<file path="src/design/fbso_pkg.sv">
`default_nettype none
package fbso_pkg;
  // ----------------------------------------------------------------
  // register map
  // ----------------------------------------------------------------
  localparam int unsigned ADDR_W = 8;
  localparam logic [7:0] OFF_CFG = 8'h00;
  localparam logic [7:0] OFF_ACTIVE = 8'h04;
  localparam logic [7:0] OFF_IRQ_STAT = 8'h08;
  localparam logic [7:0] OFF_IRQ_MASK = 8'h0c;
  localparam logic [7:0] OFF_FAULT_CNT = 8'h10;
  localparam logic [7:0] OFF_FAULT_IDX = 8'h14;
  localparam logic [7:0] OFF_FAULT_DATA = 8'h18;
  // cfg fields
  localparam int unsigned CFG_SEL_LSB = 0;
  localparam int unsigned CFG_STN_LSB = 8;
  // active fields
  localparam int unsigned ACT_SEL_LSB = 0;
  localparam int unsigned ACT_STN_LSB = 8;
  localparam int unsigned ACT_MODE_LSB = 16;
  localparam int unsigned ACT_FAULT_BIT = 24;
  // ----------------------------------------------------------------
  // reset values and ranges
  // ----------------------------------------------------------------
  localparam logic [7:0] SEL_RST = 8'h00;
  localparam logic [6:0] STN_RST = 7'h01;
  localparam logic [6:0] STN_MIN = 7'h01;
  localparam logic [6:0] STN_MAX = 7'h40;
  // ----------------------------------------------------------------
  // extension selector codes
  // ----------------------------------------------------------------
  localparam logic [7:0] SEL_V1_LEGACY = 8'h00;
  localparam logic [7:0] SEL_V1_SINGLE = 8'h01;
  localparam logic [7:0] SEL_V2_DOUBLE = 8'h0c;
  localparam logic [7:0] SEL_V2_QUAD = 8'h0e;
  localparam logic [7:0] SEL_V2_OCT = 8'h12;
  localparam logic [7:0] SEL_EXT_QUAD = 8'h18;
  localparam logic [7:0] SEL_EXT_OCT = 8'h1c;
  localparam logic [7:0] SEL_PLC_V1 = 8'h64;
  localparam logic [7:0] SEL_PLC_DOUBLE = 8'h70;
  localparam logic [7:0] SEL_PLC_QUAD = 8'h72;
  localparam logic [7:0] SEL_PLC_OCT = 8'h76;
  localparam logic [7:0] SEL_PLC_EXT_OCT = 8'h80;
  // occupancy multiple
  localparam logic [1:0] OCC_SINGLE = 2'h0;
  localparam logic [1:0] OCC_DOUBLE = 2'h1;
  localparam logic [1:0] OCC_QUAD = 2'h2;
  localparam logic [1:0] OCC_OCT = 2'h3;
  // mode word: {legacy, plc, version2, occupancy[1:0]}
  localparam int unsigned MODE_W = 5;
  localparam logic [4:0] MODE_RST = 5'h10;
  // ----------------------------------------------------------------
  // interrupt bits
  // ----------------------------------------------------------------
  localparam int unsigned IRQ_W = 6;
  localparam int unsigned IRQ_REJECT = 0;
  localparam int unsigned IRQ_PENDING = 1;
  localparam int unsigned IRQ_ERR_RESET = 2;
  localparam int unsigned IRQ_HIST_CLR = 3;
  localparam int unsigned IRQ_SLOW = 4;
  localparam int unsigned IRQ_FAST = 5;
  // ----------------------------------------------------------------
  // timing
  // ----------------------------------------------------------------
  localparam real CLK_HZ = 25000000.0;
  localparam real REFRESH_MIN_MS = 1.1;
  localparam real REFRESH_MAX_MS = 141.0;
  localparam int unsigned REFRESH_MIN_CYC = int'($ceil(REFRESH_MIN_MS * CLK_HZ / 1000.0));
  localparam int unsigned REFRESH_MAX_CYC = int'($floor(REFRESH_MAX_MS * CLK_HZ / 1000.0));
  // fault records
  localparam int unsigned FAULT_DEPTH = 8;
  localparam int unsigned FAULT_W = 8;

  function automatic logic [5:0] fbso_decode(input logic [7:0] sel, input logic ext);
    // returns {valid, legacy, plc, version2, occupancy}
    logic [5:0] r;
    r = 6'h00;
    unique case (sel)
      SEL_V1_LEGACY: r = {1'b1, 1'b1, 1'b0, 1'b0, OCC_SINGLE};
      SEL_V1_SINGLE: r = {1'b1, 1'b0, 1'b0, 1'b0, OCC_SINGLE};
      SEL_V2_DOUBLE: r = {1'b1, 1'b0, 1'b0, 1'b1, OCC_DOUBLE};
      SEL_V2_QUAD: r = {1'b1, 1'b0, 1'b0, 1'b1, OCC_QUAD};
      SEL_V2_OCT: r = {1'b1, 1'b0, 1'b0, 1'b1, OCC_OCT};
      SEL_EXT_QUAD: r = {ext, 1'b0, 1'b0, 1'b1, OCC_QUAD};
      SEL_EXT_OCT: r = {ext, 1'b0, 1'b0, 1'b1, OCC_OCT};
      SEL_PLC_V1: r = {1'b1, 1'b0, 1'b1, 1'b0, OCC_SINGLE};
      SEL_PLC_DOUBLE: r = {1'b1, 1'b0, 1'b1, 1'b1, OCC_DOUBLE};
      SEL_PLC_QUAD: r = {1'b1, 1'b0, 1'b1, 1'b1, OCC_QUAD};
      SEL_PLC_OCT: r = {1'b1, 1'b0, 1'b1, 1'b1, OCC_OCT};
      SEL_PLC_EXT_OCT: r = {ext, 1'b0, 1'b1, 1'b1, OCC_OCT};
      default: r = 6'h00;
    endcase
    return r;
  endfunction
endpackage
`default_nettype wire

</file>
<file path="src/design/fbso_station_config.sv">
// Behaviour
// - link refresh period kept between 1.1 and 141 ms
// - selector 0 legacy v1, 1 plain v1 single
// - 12/14/18 give v2 double/quad/octuple
// - 24/28 only on variants with extension feature
// - 100-range codes give controller-function variants
// - legacy: simultaneous set/instruction requests, execute one
// - legacy: instruction word upper byte is extension
// - selector change applies only at inverter reset or at an accepted error reset
// - error reset acts only during fault alarm
// - history clear erases all eight fault records
// - one station, number 1 to 64
// - legacy: instruction code upper byte reads zero
`default_nettype none
module fbso_station_config #(
  parameter int unsigned MIN_CYC = fbso_pkg::REFRESH_MIN_CYC,
  parameter int unsigned MAX_CYC = fbso_pkg::REFRESH_MAX_CYC,
  parameter bit FEATURE_EXT = 1'b0,
  parameter int unsigned CNT_W = $clog2(MAX_CYC + 1)
) (
  input wire logic clk_in,
  input wire logic reset_in,
  input wire logic [7:0] reg_addr_in,
  input wire logic [31:0] reg_wdata_in,
  input wire logic reg_wr_in,
  input wire logic reg_rd_in,
  output logic [31:0] reg_rdata_out,
  output logic irq_out,
  input wire logic inverter_reset_pin_in,
  input wire logic fault_alarm_pin_in,
  input wire logic [7:0] fault_code_in,
  input wire logic link_refresh_in,
  input wire logic freq_set_volatile_request_in,
  input wire logic freq_set_nonvolatile_request_in,
  input wire logic instruction_execute_request_in,
  input wire logic [15:0] instruction_code_word_in,
  input wire logic error_reset_request_in,
  input wire logic fault_hist_clear_in,
  output logic freq_set_volatile_exec_out,
  output logic freq_set_nonvolatile_exec_out,
  output logic instruction_exec_out,
  output logic [15:0] instruction_code_out,
  output logic [7:0] link_param_ext_out,
  output logic legacy_mode_out,
  output logic plc_mode_out,
  output logic version2_out,
  output logic [1:0] occupancy_out,
  output logic [6:0] station_out,
  output logic device_reset_out,
  output logic fault_active_out
);
  localparam logic [CNT_W-1:0] MIN_C = CNT_W'(MIN_CYC);
  localparam logic [CNT_W-1:0] MAX_C = CNT_W'(MAX_CYC);

  // ----------------------------------------------------------------
  // pin synchronisers and fault record store
  // ----------------------------------------------------------------
  logic [1:0] pins_s;
  logic inv_rst_s;
  logic alarm_s;
  logic [7:0] fault_rd;
  logic [3:0] fault_cnt;
  logic [2:0] fault_idx_q;
  logic [2:0] fault_idx_d;

  fbso_sync3 #(.WIDTH(2)) u_sync (
    .clk_in(clk_in),
    .reset_in(reset_in),
    .async_in({inverter_reset_pin_in, fault_alarm_pin_in}),
    .sync_out(pins_s)
  );
  assign inv_rst_s = pins_s[1];
  assign alarm_s = pins_s[0];

  // ----------------------------------------------------------------
  // state
  // ----------------------------------------------------------------
  logic [7:0] cfg_sel_q, cfg_sel_d;
  logic [6:0] cfg_stn_q, cfg_stn_d;
  logic [7:0] act_sel_q, act_sel_d;
  logic [6:0] act_stn_q, act_stn_d;
  logic [4:0] mode_q, mode_d;
  logic [5:0] irq_stat_q, irq_stat_d;
  logic [5:0] irq_mask_q, irq_mask_d;
  logic [5:0] irq_set;
  logic irq_q, irq_d;
  logic [31:0] rdata_q, rdata_d;
  logic [4:0] prev_q, prev_d;
  logic inv_prev_q, alarm_prev_q;
  logic fault_q, fault_d;
  logic [2:0] exec_q, exec_d;
  logic [15:0] code_q, code_d;
  logic [7:0] ext_q, ext_d;
  logic rst_pulse_q, rst_pulse_d;
  logic [CNT_W-1:0] wd_cnt_q, wd_cnt_d;
  logic seen_q, seen_d;
  logic [4:0] rise;
  logic inv_rise, alarm_rise, err_ok, apply_ev, sel_ok;
  logic [5:0] dec;
  logic wr_cfg, wr_stat, wr_mask, wr_idx;

  // ----------------------------------------------------------------
  // next-state logic
  // ----------------------------------------------------------------
  always_comb begin
    rise = {error_reset_request_in, fault_hist_clear_in, instruction_execute_request_in,
            freq_set_nonvolatile_request_in, freq_set_volatile_request_in} & ~prev_q;
    prev_d = {error_reset_request_in, fault_hist_clear_in, instruction_execute_request_in,
              freq_set_nonvolatile_request_in, freq_set_volatile_request_in};
    inv_rise = inv_rst_s & ~inv_prev_q;
    alarm_rise = alarm_s & ~alarm_prev_q;
    wr_cfg = reg_wr_in && (reg_addr_in == fbso_pkg::OFF_CFG);
    wr_stat = reg_wr_in && (reg_addr_in == fbso_pkg::OFF_IRQ_STAT);
    wr_mask = reg_wr_in && (reg_addr_in == fbso_pkg::OFF_IRQ_MASK);
    wr_idx = reg_wr_in && (reg_addr_in == fbso_pkg::OFF_FAULT_IDX);
    irq_set = '0;
    err_ok = rise[4] && fault_q;
    fault_d = fault_q;
    if (err_ok) begin
      fault_d = 1'b0;
    end
    if (alarm_rise) begin
      fault_d = 1'b1;
    end
    rst_pulse_d = err_ok;
    irq_set[fbso_pkg::IRQ_ERR_RESET] = err_ok;
    irq_set[fbso_pkg::IRQ_HIST_CLR] = rise[3];
    // software setting is only staged; a reset of the drive picks it up
    cfg_sel_d = wr_cfg ? reg_wdata_in[fbso_pkg::CFG_SEL_LSB +: 8] : cfg_sel_q;
    cfg_stn_d = wr_cfg ? reg_wdata_in[fbso_pkg::CFG_STN_LSB +: 7] : cfg_stn_q;
    irq_set[fbso_pkg::IRQ_PENDING] = wr_cfg &&
      (reg_wdata_in[fbso_pkg::CFG_SEL_LSB +: 8] != act_sel_q ||
       reg_wdata_in[fbso_pkg::CFG_STN_LSB +: 7] != act_stn_q);
    apply_ev = inv_rise || err_ok;
    dec = fbso_pkg::fbso_decode(cfg_sel_q, FEATURE_EXT);
    sel_ok = dec[5] && cfg_stn_q >= fbso_pkg::STN_MIN && cfg_stn_q <= fbso_pkg::STN_MAX;
    act_sel_d = act_sel_q;
    act_stn_d = act_stn_q;
    mode_d = mode_q;
    if (apply_ev) begin
      if (sel_ok) begin
        act_sel_d = cfg_sel_q;
        act_stn_d = cfg_stn_q;
        mode_d = dec[4:0];
      end else begin
        irq_set[fbso_pkg::IRQ_REJECT] = 1'b1;
      end
    end
    exec_d = rise[2:0];
    if (mode_q[4]) begin
      if (rise[0]) begin
        exec_d = 3'h1;
      end else if (rise[1]) begin
        exec_d = 3'h2;
      end
    end
    code_d = code_q;
    ext_d = ext_q;
    if (apply_ev) begin
      // a mode switch must not leave a stale upper byte visible
      code_d = '0;
      ext_d = '0;
    end else if (link_refresh_in) begin
      code_d = mode_q[4] ? {8'h00, instruction_code_word_in[7:0]} : instruction_code_word_in;
      ext_d = mode_q[4] ? instruction_code_word_in[15:8] : 8'h00;
    end
    wd_cnt_d = wd_cnt_q;
    seen_d = seen_q;
    if (link_refresh_in) begin
      irq_set[fbso_pkg::IRQ_FAST] = seen_q && (wd_cnt_q < MIN_C - 1'b1);
      wd_cnt_d = '0;
      seen_d = 1'b1;
    end else if (seen_q) begin
      if (wd_cnt_q == MAX_C - 1'b1) begin
        irq_set[fbso_pkg::IRQ_SLOW] = 1'b1;
        seen_d = 1'b0;
      end
      wd_cnt_d = wd_cnt_q + 1'b1;
    end
    // set beats a write-one clear in the same cycle
    irq_stat_d = (wr_stat ? (irq_stat_q & ~reg_wdata_in[5:0]) : irq_stat_q) | irq_set;
    irq_mask_d = wr_mask ? reg_wdata_in[5:0] : irq_mask_q;
    irq_d = |(irq_stat_d & irq_mask_d);
    fault_idx_d = wr_idx ? reg_wdata_in[2:0] : fault_idx_q;
    rdata_d = '0;
    if (reg_rd_in) begin
      unique case (reg_addr_in)
        fbso_pkg::OFF_CFG: rdata_d = {17'h0, cfg_stn_q, cfg_sel_q};
        fbso_pkg::OFF_ACTIVE: rdata_d = {7'h0, fault_q, 3'h0, mode_q, 1'b0, act_stn_q, act_sel_q};
        fbso_pkg::OFF_IRQ_STAT: rdata_d = {26'h0, irq_stat_q};
        fbso_pkg::OFF_IRQ_MASK: rdata_d = {26'h0, irq_mask_q};
        fbso_pkg::OFF_FAULT_CNT: rdata_d = {28'h0, fault_cnt};
        fbso_pkg::OFF_FAULT_IDX: rdata_d = {29'h0, fault_idx_q};
        fbso_pkg::OFF_FAULT_DATA: rdata_d = {24'h0, fault_rd};
        default: rdata_d = '0;
      endcase
    end
  end

  always_ff @(posedge clk_in) begin
    if (reset_in) begin
      cfg_sel_q <= fbso_pkg::SEL_RST;
      cfg_stn_q <= fbso_pkg::STN_RST;
      act_sel_q <= fbso_pkg::SEL_RST;
      act_stn_q <= fbso_pkg::STN_RST;
      mode_q <= fbso_pkg::MODE_RST;
      irq_stat_q <= '0;
      irq_mask_q <= '0;
      irq_q <= 1'b0;
      rdata_q <= '0;
      prev_q <= '0;
      inv_prev_q <= 1'b0;
      alarm_prev_q <= 1'b0;
      fault_q <= 1'b0;
      exec_q <= '0;
      code_q <= '0;
      ext_q <= '0;
      rst_pulse_q <= 1'b0;
      wd_cnt_q <= '0;
      seen_q <= 1'b0;
      fault_idx_q <= '0;
    end else begin
      cfg_sel_q <= cfg_sel_d;
      cfg_stn_q <= cfg_stn_d;
      act_sel_q <= act_sel_d;
      act_stn_q <= act_stn_d;
      mode_q <= mode_d;
      irq_stat_q <= irq_stat_d;
      irq_mask_q <= irq_mask_d;
      irq_q <= irq_d;
      rdata_q <= rdata_d;
      prev_q <= prev_d;
      inv_prev_q <= inv_rst_s;
      alarm_prev_q <= alarm_s;
      fault_q <= fault_d;
      exec_q <= exec_d;
      code_q <= code_d;
      ext_q <= ext_d;
      rst_pulse_q <= rst_pulse_d;
      wd_cnt_q <= wd_cnt_d;
      seen_q <= seen_d;
      fault_idx_q <= fault_idx_d;
    end
  end

  // ----------------------------------------------------------------
  // fault history
  // ----------------------------------------------------------------
  // erase all records
  fbso_fault_mem #(.DEPTH(fbso_pkg::FAULT_DEPTH), .WIDTH(fbso_pkg::FAULT_W)) u_hist (
    .clk_in(clk_in),
    .reset_in(reset_in),
    .wr_in(alarm_rise),
    .wr_data_in(fault_code_in),
    .clear_in(rise[3]),
    .rd_idx_in(fault_idx_q),
    .rd_data_out(fault_rd),
    .count_out(fault_cnt)
  );

  assign reg_rdata_out = rdata_q;
  assign irq_out = irq_q;
  assign freq_set_volatile_exec_out = exec_q[0];
  assign freq_set_nonvolatile_exec_out = exec_q[1];
  assign instruction_exec_out = exec_q[2];
  assign instruction_code_out = code_q;
  assign link_param_ext_out = ext_q;
  assign legacy_mode_out = mode_q[4];
  assign plc_mode_out = mode_q[3];
  assign version2_out = mode_q[2];
  assign occupancy_out = mode_q[1:0];
  assign station_out = act_stn_q;
  assign device_reset_out = rst_pulse_q;
  assign fault_active_out = fault_q;
endmodule
`default_nettype wire

</file>
<file path="src/design/fbso_sync3.sv">
`default_nettype none
module fbso_sync3 #(
  parameter int unsigned WIDTH = 1
) (
  input wire logic clk_in,
  input wire logic reset_in,
  input wire logic [WIDTH-1:0] async_in,
  output logic [WIDTH-1:0] sync_out
);
  logic [WIDTH-1:0] s1_q;
  logic [WIDTH-1:0] s2_q;
  logic [WIDTH-1:0] s3_q;
  logic [WIDTH-1:0] out_q;
  logic [WIDTH-1:0] out_d;

  // a bit moves only once the second and third stages agree
  always_comb begin
    for (int i = 0; i < WIDTH; i++) begin
      out_d[i] = (s2_q[i] == s3_q[i]) ? s2_q[i] : out_q[i];
    end
  end

  always_ff @(posedge clk_in) begin
    if (reset_in) begin
      s1_q <= '0;
      s2_q <= '0;
      s3_q <= '0;
      out_q <= '0;
    end else begin
      s1_q <= async_in;
      s2_q <= s1_q;
      s3_q <= s2_q;
      out_q <= out_d;
    end
  end

  assign sync_out = out_q;
endmodule
`default_nettype wire

</file>
<file path="src/design/fbso_fault_mem.sv">
`default_nettype none
module fbso_fault_mem #(
  parameter int unsigned DEPTH = fbso_pkg::FAULT_DEPTH,
  parameter int unsigned WIDTH = fbso_pkg::FAULT_W,
  parameter int unsigned IDX_W = $clog2(DEPTH)
) (
  input wire logic clk_in,
  input wire logic reset_in,
  input wire logic wr_in,
  input wire logic [WIDTH-1:0] wr_data_in,
  input wire logic clear_in,
  input wire logic [IDX_W-1:0] rd_idx_in,
  output logic [WIDTH-1:0] rd_data_out,
  output logic [IDX_W:0] count_out
);
  logic [WIDTH-1:0] mem_q [DEPTH];
  logic [WIDTH-1:0] mem_d [DEPTH];
  logic [IDX_W-1:0] ptr_q;
  logic [IDX_W-1:0] ptr_d;
  logic [IDX_W:0] cnt_q;
  logic [IDX_W:0] cnt_d;
  logic [WIDTH-1:0] rd_q;
  logic [IDX_W-1:0] age_idx;

  // index 0 is the newest record; clear beats a write in the same cycle
  always_comb begin
    mem_d = mem_q;
    ptr_d = ptr_q;
    cnt_d = cnt_q;
    if (clear_in) begin
      for (int i = 0; i < DEPTH; i++) begin
        mem_d[i] = '0;
      end
      ptr_d = '0;
      cnt_d = '0;
    end else if (wr_in) begin
      mem_d[ptr_q] = wr_data_in;
      ptr_d = ptr_q + 1'b1;
      if (cnt_q != (IDX_W+1)'(DEPTH)) begin
        cnt_d = cnt_q + 1'b1;
      end
    end
    age_idx = ptr_q - 1'b1 - rd_idx_in;
  end

  always_ff @(posedge clk_in) begin
    if (reset_in) begin
      for (int i = 0; i < DEPTH; i++) begin
        mem_q[i] <= '0;
      end
      ptr_q <= '0;
      cnt_q <= '0;
      rd_q <= '0;
    end else begin
      mem_q <= mem_d;
      ptr_q <= ptr_d;
      cnt_q <= cnt_d;
      rd_q <= mem_q[age_idx];
    end
  end

  assign rd_data_out = rd_q;
  assign count_out = cnt_q;
endmodule
`default_nettype wire

</file>
<file path="config.mk">
export PLATFORM = sky130hd
export DESIGN_NAME = fbso_station_config
export DESIGN_NICKNAME = d
export VERILOG_FILES = /design/src/design/fbso_pkg.sv /design/src/design/fbso_station_config.sv /design/src/design/fbso_sync3.sv /design/src/design/fbso_fault_mem.sv
export SDC_FILE = /design/constraint.sdc
export NUM_CORES = 1
export LEC_CHECK = 0
export BUFFER_PORTS_ARGS = -buffer_cell sky130_fd_sc_hd__buf_2
export CAP_MARGIN = 20
export CORE_UTILIZATION = 56
export DETAILED_ROUTE_END_ITERATION = 12
export PLACE_DENSITY = 0.91
export SKIP_CTS_REPAIR_TIMING = 1
export SLEW_MARGIN = 20
export SYNTH_ARGS = -nofsm -noshare
export SYNTH_HDL_FRONTEND = slang
export SYNTH_SLANG_ARGS = --single-unit
export TNS_END_PERCENT = 100
</file>
<file path="constraint.sdc">
create_clock -name clk_in -period 2.75 [get_ports clk_in]
set_input_delay 0.55 -clock clk_in [delete_from_list [all_inputs] [get_ports clk_in]]
set_output_delay 0.55 -clock clk_in [all_outputs]
set_load 0.03 [all_outputs]
</file>
==> results of run 1 <==
[power by group through the flow]
stage	Sequential, W	Clock (W)	Combinational (W)
2_1_floorplan	0.00330	0	0.000168
3_3_place_gp	0.00327	0	0.000308
3_5_place_dp	0.00327	0	0.000314
4_1_cts	0.00320	0.00311	0.000318
5_1_grt	0.00320	0.00325	0.000343
6_report	0.00320	0.00310	0.000323
[how the worst max path moves through the flow]
stage                                  to  cells after the start
floorplan                         irq_out                      7
global placement                  irq_out                      8
finish              u_hist.rd_data_out[4]                      8
detailed placement                irq_out                      8
CTS                 u_hist.rd_data_out[4]                      8
global route        u_hist.rd_data_out[4]                      8
[state kept, by name, summed over array words and instances (netlist names), 4 cells and up]
register / cells
cfg_stn_q: 7
instruction_code_out: 16
u_hist.count_out: 4
irq_mask_q: 6
u_hist.mem_q: 64
cfg_sel_q: 8
irq_stat_q: 6
mode_q: 5
reg_rdata_out: 21
prev_q: 5
link_param_ext_out: 8
u_hist.rd_data_out: 8
wd_cnt_q: 22
station_out: 7
act_sel_q: 8
[worst max-delay path, cell delays in order, from the launching register on]
cell and delay [ps]:
dfxtp_1 450, inv_1 170, fa_1 430, xor2_1 160, xnor2_1 250, buf_12 200, mux4_2 320, mux2i_1 230
nor2_1 90
[area by class of cell]
type	instances	area, um2
Clock inverter	3	65.1
Multi-Input combinational cell	684	4510
Clock buffer	34	687
Sequential cell	218	4360
Timing Repair Buffer	161	943
Inverter	17	63.8
Fill cell	1150	5090
Antenna cell	1	2.50
Tap cell	216	270
[metrics by stage]
| stage | power [W] | instances |
|---|---|---|
| after global placement | 0.00358 | 1296 |
| final | 0.00662 | 1334 |
| after detailed placement | 0.00358 | 1296 |
| after CTS | 0.00663 | 1333 |
| after global routing | 0.00679 | 1334 |
| after floorplan | 0.00347 | 996 |
[placed cells by master, fill, tap and decap left out, types with 5 or more instances in the layout]
cell,n
clkbuf_8,7
and3_1,8
nand3_1,15
clkbuf_16,23
nand2_1,61
ha_1,5
mux4_2,17
buf_4,37
a22oi_1,11
inv_1,17
xor2_1,22
o21ai_0,12
nor2b_1,33
nor3_1,12
xnor2_1,23
conb_1,11
nor2_1,178
nand4_1,28
mux2i_1,93
buf_2,121
and2_1,7
a21oi_1,56
a222oi_1,7
dfxtp_1,218
o31ai_1,10
[kinds of logic after synthesis]
group,after synthesis
buffers and inverters,94
flip-flops,218
multiplexers,111
AO/OA/AOI/OAI,127
XOR/XNOR,45
other,1
adder cells (fa/ha/maj),6
AND/OR/NAND/NOR,384
[metal layers]
layer	part of all wire	wire length, um	vias up
li1	-	-	3636
met1	0.37	9030	3657
met2	0.48	11700	461
met3	0.087	2100	124
met4	0.054	1310	0
met5	0	0	-
==> results.md, run 1 <==
* Outcome: complete, no violations
* TritonCTS buffer count at 22
* Final setup viols at 0
* EDFF count, synth at 0
* Dpl hpwl at 15600 um
* Area of all placed cells without fillers at 10900 um2
* Clock root cell: clkbuf_16
* Hold_sp: inverter_reset_pin_in
* Antenna Nets Post-Route at 0
* Simple-gate share of the synthesized area at 0.198
* Grt met2 use at 0.481
* Maxcap violations at 0
* Largest net degree at the start of global routing at 78
* Sequential power share at 0.484
* H-tree depth at 1
* Critical path endpoint category: flop
* Post-synth cell types at 65
* Fmax at 410 MHz
* Vias at 7878
* Mapped Cells at 986
* TritonCTS clock tree: done
* #FFs+latches synth at about 220
* Reg2reg start: u_hist.ptr_q[1]
* FFs w/ async S/R, synth at 0
* Area after DPL at 10200 um2
* Max VDD drop at 488 uV
* CTS Buffer Depth at 3
* Startpoint Class: flop
* Total GRT Usage at 0.281
* Final Hold Slack at 271 ps
* WHS Path Cells at 2
* Leakage at around 4.4 nW
* Vias/cell at 5.91
* Core Util, Final at 0.682
* Slew headroom at 0.452
* WL final at 24100 um
* Pwr dens at 607 nW/um2
* # DRC at 0
* Initial antenna violation count at 1
* Synth Area in Compound Gates at 0.0891
* Top cell type by total area after synthesis: dfxtp_1
* Combinational power share at 0.049
* Pre-CTS setup slack at -77.9 ps
* Global routing's busiest layer: met2
* Synth-to-layout area growth at 18.1%
* Initial drt markers at 869
* Die span in y at around 130 um
* I/O pins at 150
* Seq/Total Area, Yosys at 0.473
* Share of the synthesized area in the top cell type at 0.473
* Switching power at roughly 0.0014 W
* Critical Path Start: u_hist.ptr_q[1]
* Synth Flop Type: dfxtp_1
* Synth Area in XOR/XNOR at 0.0427
* Final Critical Period at ~2400 ps
* Sw Ratio at 0.217
* M3 GR Usage at 0.0627
* Post-Syn Area per Cell at 9.37 um2
* Core Box Area at between 15000 and 20000 um2
* FF-to-FF End: u_hist.rd_data_out[4]
* Fin crit share at 0.888
* First-pass GRT wire length at between 30000 and 40000 um
* Final GP Congestion at 0.926
* CP required at approximately 3100 ps
* Die ar. at approximately 17000 um2
* Worst-path maximum fanout at 16
* Layout cells sized above 1 at 0.198
* Setup WS post-layout at around 310 ps
* Synth top area cells: dfxtp_1 47%, mux2i_1 10%, nor2_1 7.2%
* Max-slew violation count at 0
* Pint at 0.00518 W
* Synth cell count leaders: 218 x dfxtp_1, 178 x nor2_1, 93 x mux2i_1, 62 x nand2_1, 57 x clkbuf_1
* WL per Instance at between 15 and 20 um
* Initial Util at 0.577
* Crit path arrival time at 2820 ps
* Rows at 46
* Worst slew pin tran at a little over 800 ps
* Worst-skew pair later-pin latency at between 500 and 600 ps
* Most common cell in the netlist: dfxtp_1
* Internal reg-to-reg setup slack at 310 ps
* Final hold vios at 0
* Synth Area in Adders at 0.00894
* Largest family of logic cells by synthesized area: simple AND/OR/NAND/NOR gates
* Critical path class: reg -> reg
* Syn Std Cell Area at between 9000 and 10000 um2
* Yosys warns at 0
* Hold Path Class: in -> reg
* DR pass1 iterations at 6
* NumNets Final at 1186
* Mux contribution to synthesized area at 0.145
* Routing usage on met1 at 0.327
* Hold Path Sink: u_sync.s1_q[1]
* Clock Sinks at 218
* Port bufs at 121
* Gr ovfl total at 0
* Clk pin slew, worst setup/hold paths at 60 ps
* Clock skew at 13.9 ps
* Unrepaired setup endpoints after global routing: no
* R2R cell count at 8
* Die span in x at 130 um
* Clock network fraction of total power at 0.468
* Final setup TNS at 0 ps
* Vias in the first global route at 7614
Note: power is estimated with default switching activity, not from simulation.
==> run 2: changes to the inputs <==
--- a/config.mk
+++ b/config.mk
@@ -7,6 +7,7 @@
 export LEC_CHECK = 0
 export BUFFER_PORTS_ARGS = -buffer_cell sky130_fd_sc_hd__buf_2
 export CAP_MARGIN = 20
+export CORE_MARGIN = 3
 export CORE_UTILIZATION = 56
 export DETAILED_ROUTE_END_ITERATION = 12
 export PLACE_DENSITY = 0.91
==> results.md, run 2 (synthesis gave the netlist of run 1 again) <==
* Worst slew pin tran at 712 ps
* TritonCTS buffer count at 22
* Ant diodes at 0
* Fin crit share at 0.916
* CP top delay family: simple AND/OR/NAND/NOR gates
* Internal reg-to-reg setup slack at 230 ps
* Die span in y at around 130 um
* Pint at 0.00506 W
* I/O pins at 150
* Worst-path maximum fanout at 12
* R2R cell count at 7
* Hold Path Class: in -> reg
* Initial Util at 0.577
* Layout cells sized above 1 at 0.195
* TritonCTS clock tree: done
* Worst Path Buf+Inv at 1
* Vias at 7898
* Final Hold Slack at between 200 and 300 ps
* Top Layer Used: met5
* Crit path arrival time at between 2000 and 3000 ps
* FF-to-FF End: mode_q[2]
* Synth-to-layout area growth at 17.2%
* Critical path class: reg -> reg
* Final GP Congestion at 0.934
* Final hold vios at 0
* Vias in the first global route at 7709
* Most used cell, CP: a32o_1
* Clock skew at between 9 and 10 ps
* CP Depth at 7
* Pwr dens at 602 nW/um2
* Total GRT Usage at 0.262
* Unrepaired setup endpoints after global routing: no
* Worst-path cell chain: nor3_1 > a32o_1 > a32o_1 > a21oi_1 > buf_4 > nor3_2 > a211oi_1
* Most frequent cells in the layout: 218 x dfxtp_1, 178 x nor2_1, 121 x buf_2
* Clock network fraction of total power at 0.460
* Critical Path Start: cfg_sel_q[4]
* DR WL met3 at 1860 um
* DR pass1 iterations at 6
* Total power draw at around 0.0065 W
* M1 wire length at 9170 um
* Critical path endpoint category: flop
* Leakage at approximately 4.3 nW
* Sw Ratio at 0.222
* Sequential power share at 0.492
* Maxcap violations at 0
* Reg2reg start: cfg_sel_q[4]
* Area after DPL at between 10000 and 15000 um2
* Outcome: complete, no violations
* Rows at 46
* Worst-skew pair later-pin latency at 500 ps
* Setup crit end: mode_q[2]
* Critical-path top delay cell: nor3_2
* Initial antenna violation count at 1
* Initial drt markers at 883
* Clk pin slew, worst setup/hold paths at 60 ps
* Fmax at 397 MHz
* Largest register FFs at 64
* Combinational power share at 0.049
* Area of all placed cells without fillers at 10800 um2
* Port bufs at 121
* Dpl hpwl at around 16000 um
* Final setup viols at 0
* Largest net degree at the start of global routing at 78
* # DRC at 0
* Core Box Area at 16000 um2
* WL per Instance at 18.4 um
* WL final at between 20000 and 25000 um
* Most common cell after layout, fill and taps aside: dfxtp_1
* Clock Sinks at 218
* Met2 WL at 12400 um
* Startpoint Class: flop
* Gr ovfl total at 0
* Max-slew violation count at 0
* CTS Buffer Depth at 3
* Switching power at roughly 0.0014 W
* Die span in x at 134 um
* Vias/cell at 5.95
* Slew headroom at 0.525
* H-tree depth at 1
* Clock root cell: clkbuf_16
* CP required at 3090 ps
* First-pass GRT wire length at 38800 um
* Max VDD drop at slightly below 500 uV
* Core Util, Final at 0.676
* Die ar. at 18100 um2
* Final Critical Period at 2520 ps
* Largest register by flop count: u_hist.mem_q
* NumNets Final at between 1000 and 1500
* CP max stage delay at 540 ps
* Antenna Nets Post-Route at 0
## run 2: per-layer routing
| metal | vias up | global-route usage |
|---|---|---|
| met5 | - | 0 |
| met1 | 3747 | 0.319 |
| li1 | 3616 | - |
| met4 | 2 | 0.0990 |
| met3 | 95 | 0.0439 |
| met2 | 438 | 0.465 |
## run 2: layout make-up
cell class	instances	area, um2
tap	216	270
sequential	218	4360
fill	1139	5180
multi-input combinational	684	4510
clock inverter	7	62.6
inverter	17	63.8
timing repair buffer	154	878
clock buffer	32	669
## run 2: power groups by stage
stage / registers, W / logic, W / clock network, W
finish: 0.00320 / 0.000316 / 0.00299
global route: 0.00320 / 0.000338 / 0.00313
CTS: 0.00320 / 0.000312 / 0.00301
detailed placement: 0.00327 / 0.000306 / 0
global placement: 0.00327 / 0.000300 / 0
floorplan: 0.00330 / 0.000168 / 0
## run 2: worst min path at each step
stage / startpoint / end / slack, ps / depth (start not counted)
2_1_floorplan: prev_q[2] / exec_q[2] / 380 / 1
3_3_place_gp: prev_q[2] / exec_q[2] / 390 / 1
3_5_place_dp: prev_q[2] / exec_q[2] / 400 / 1
4_1_cts: fault_alarm_pin_in / u_sync.s1_q[0] / 260 / 2
5_1_grt: fault_alarm_pin_in / u_sync.s1_q[0] / 280 / 2
6_report: fault_alarm_pin_in / u_sync.s1_q[0] / 260 / 2
## run 2: through the flow
step	instances	setup WS, ps	setup TNS (ps)
after floorplan	996	238	0
after CTS	1328	278	0
after global placement	1289	-35.6	-35.6
final	1328	232	0
after global routing	1328	77.2	0
after detailed placement	1289	-87.3	-87.3
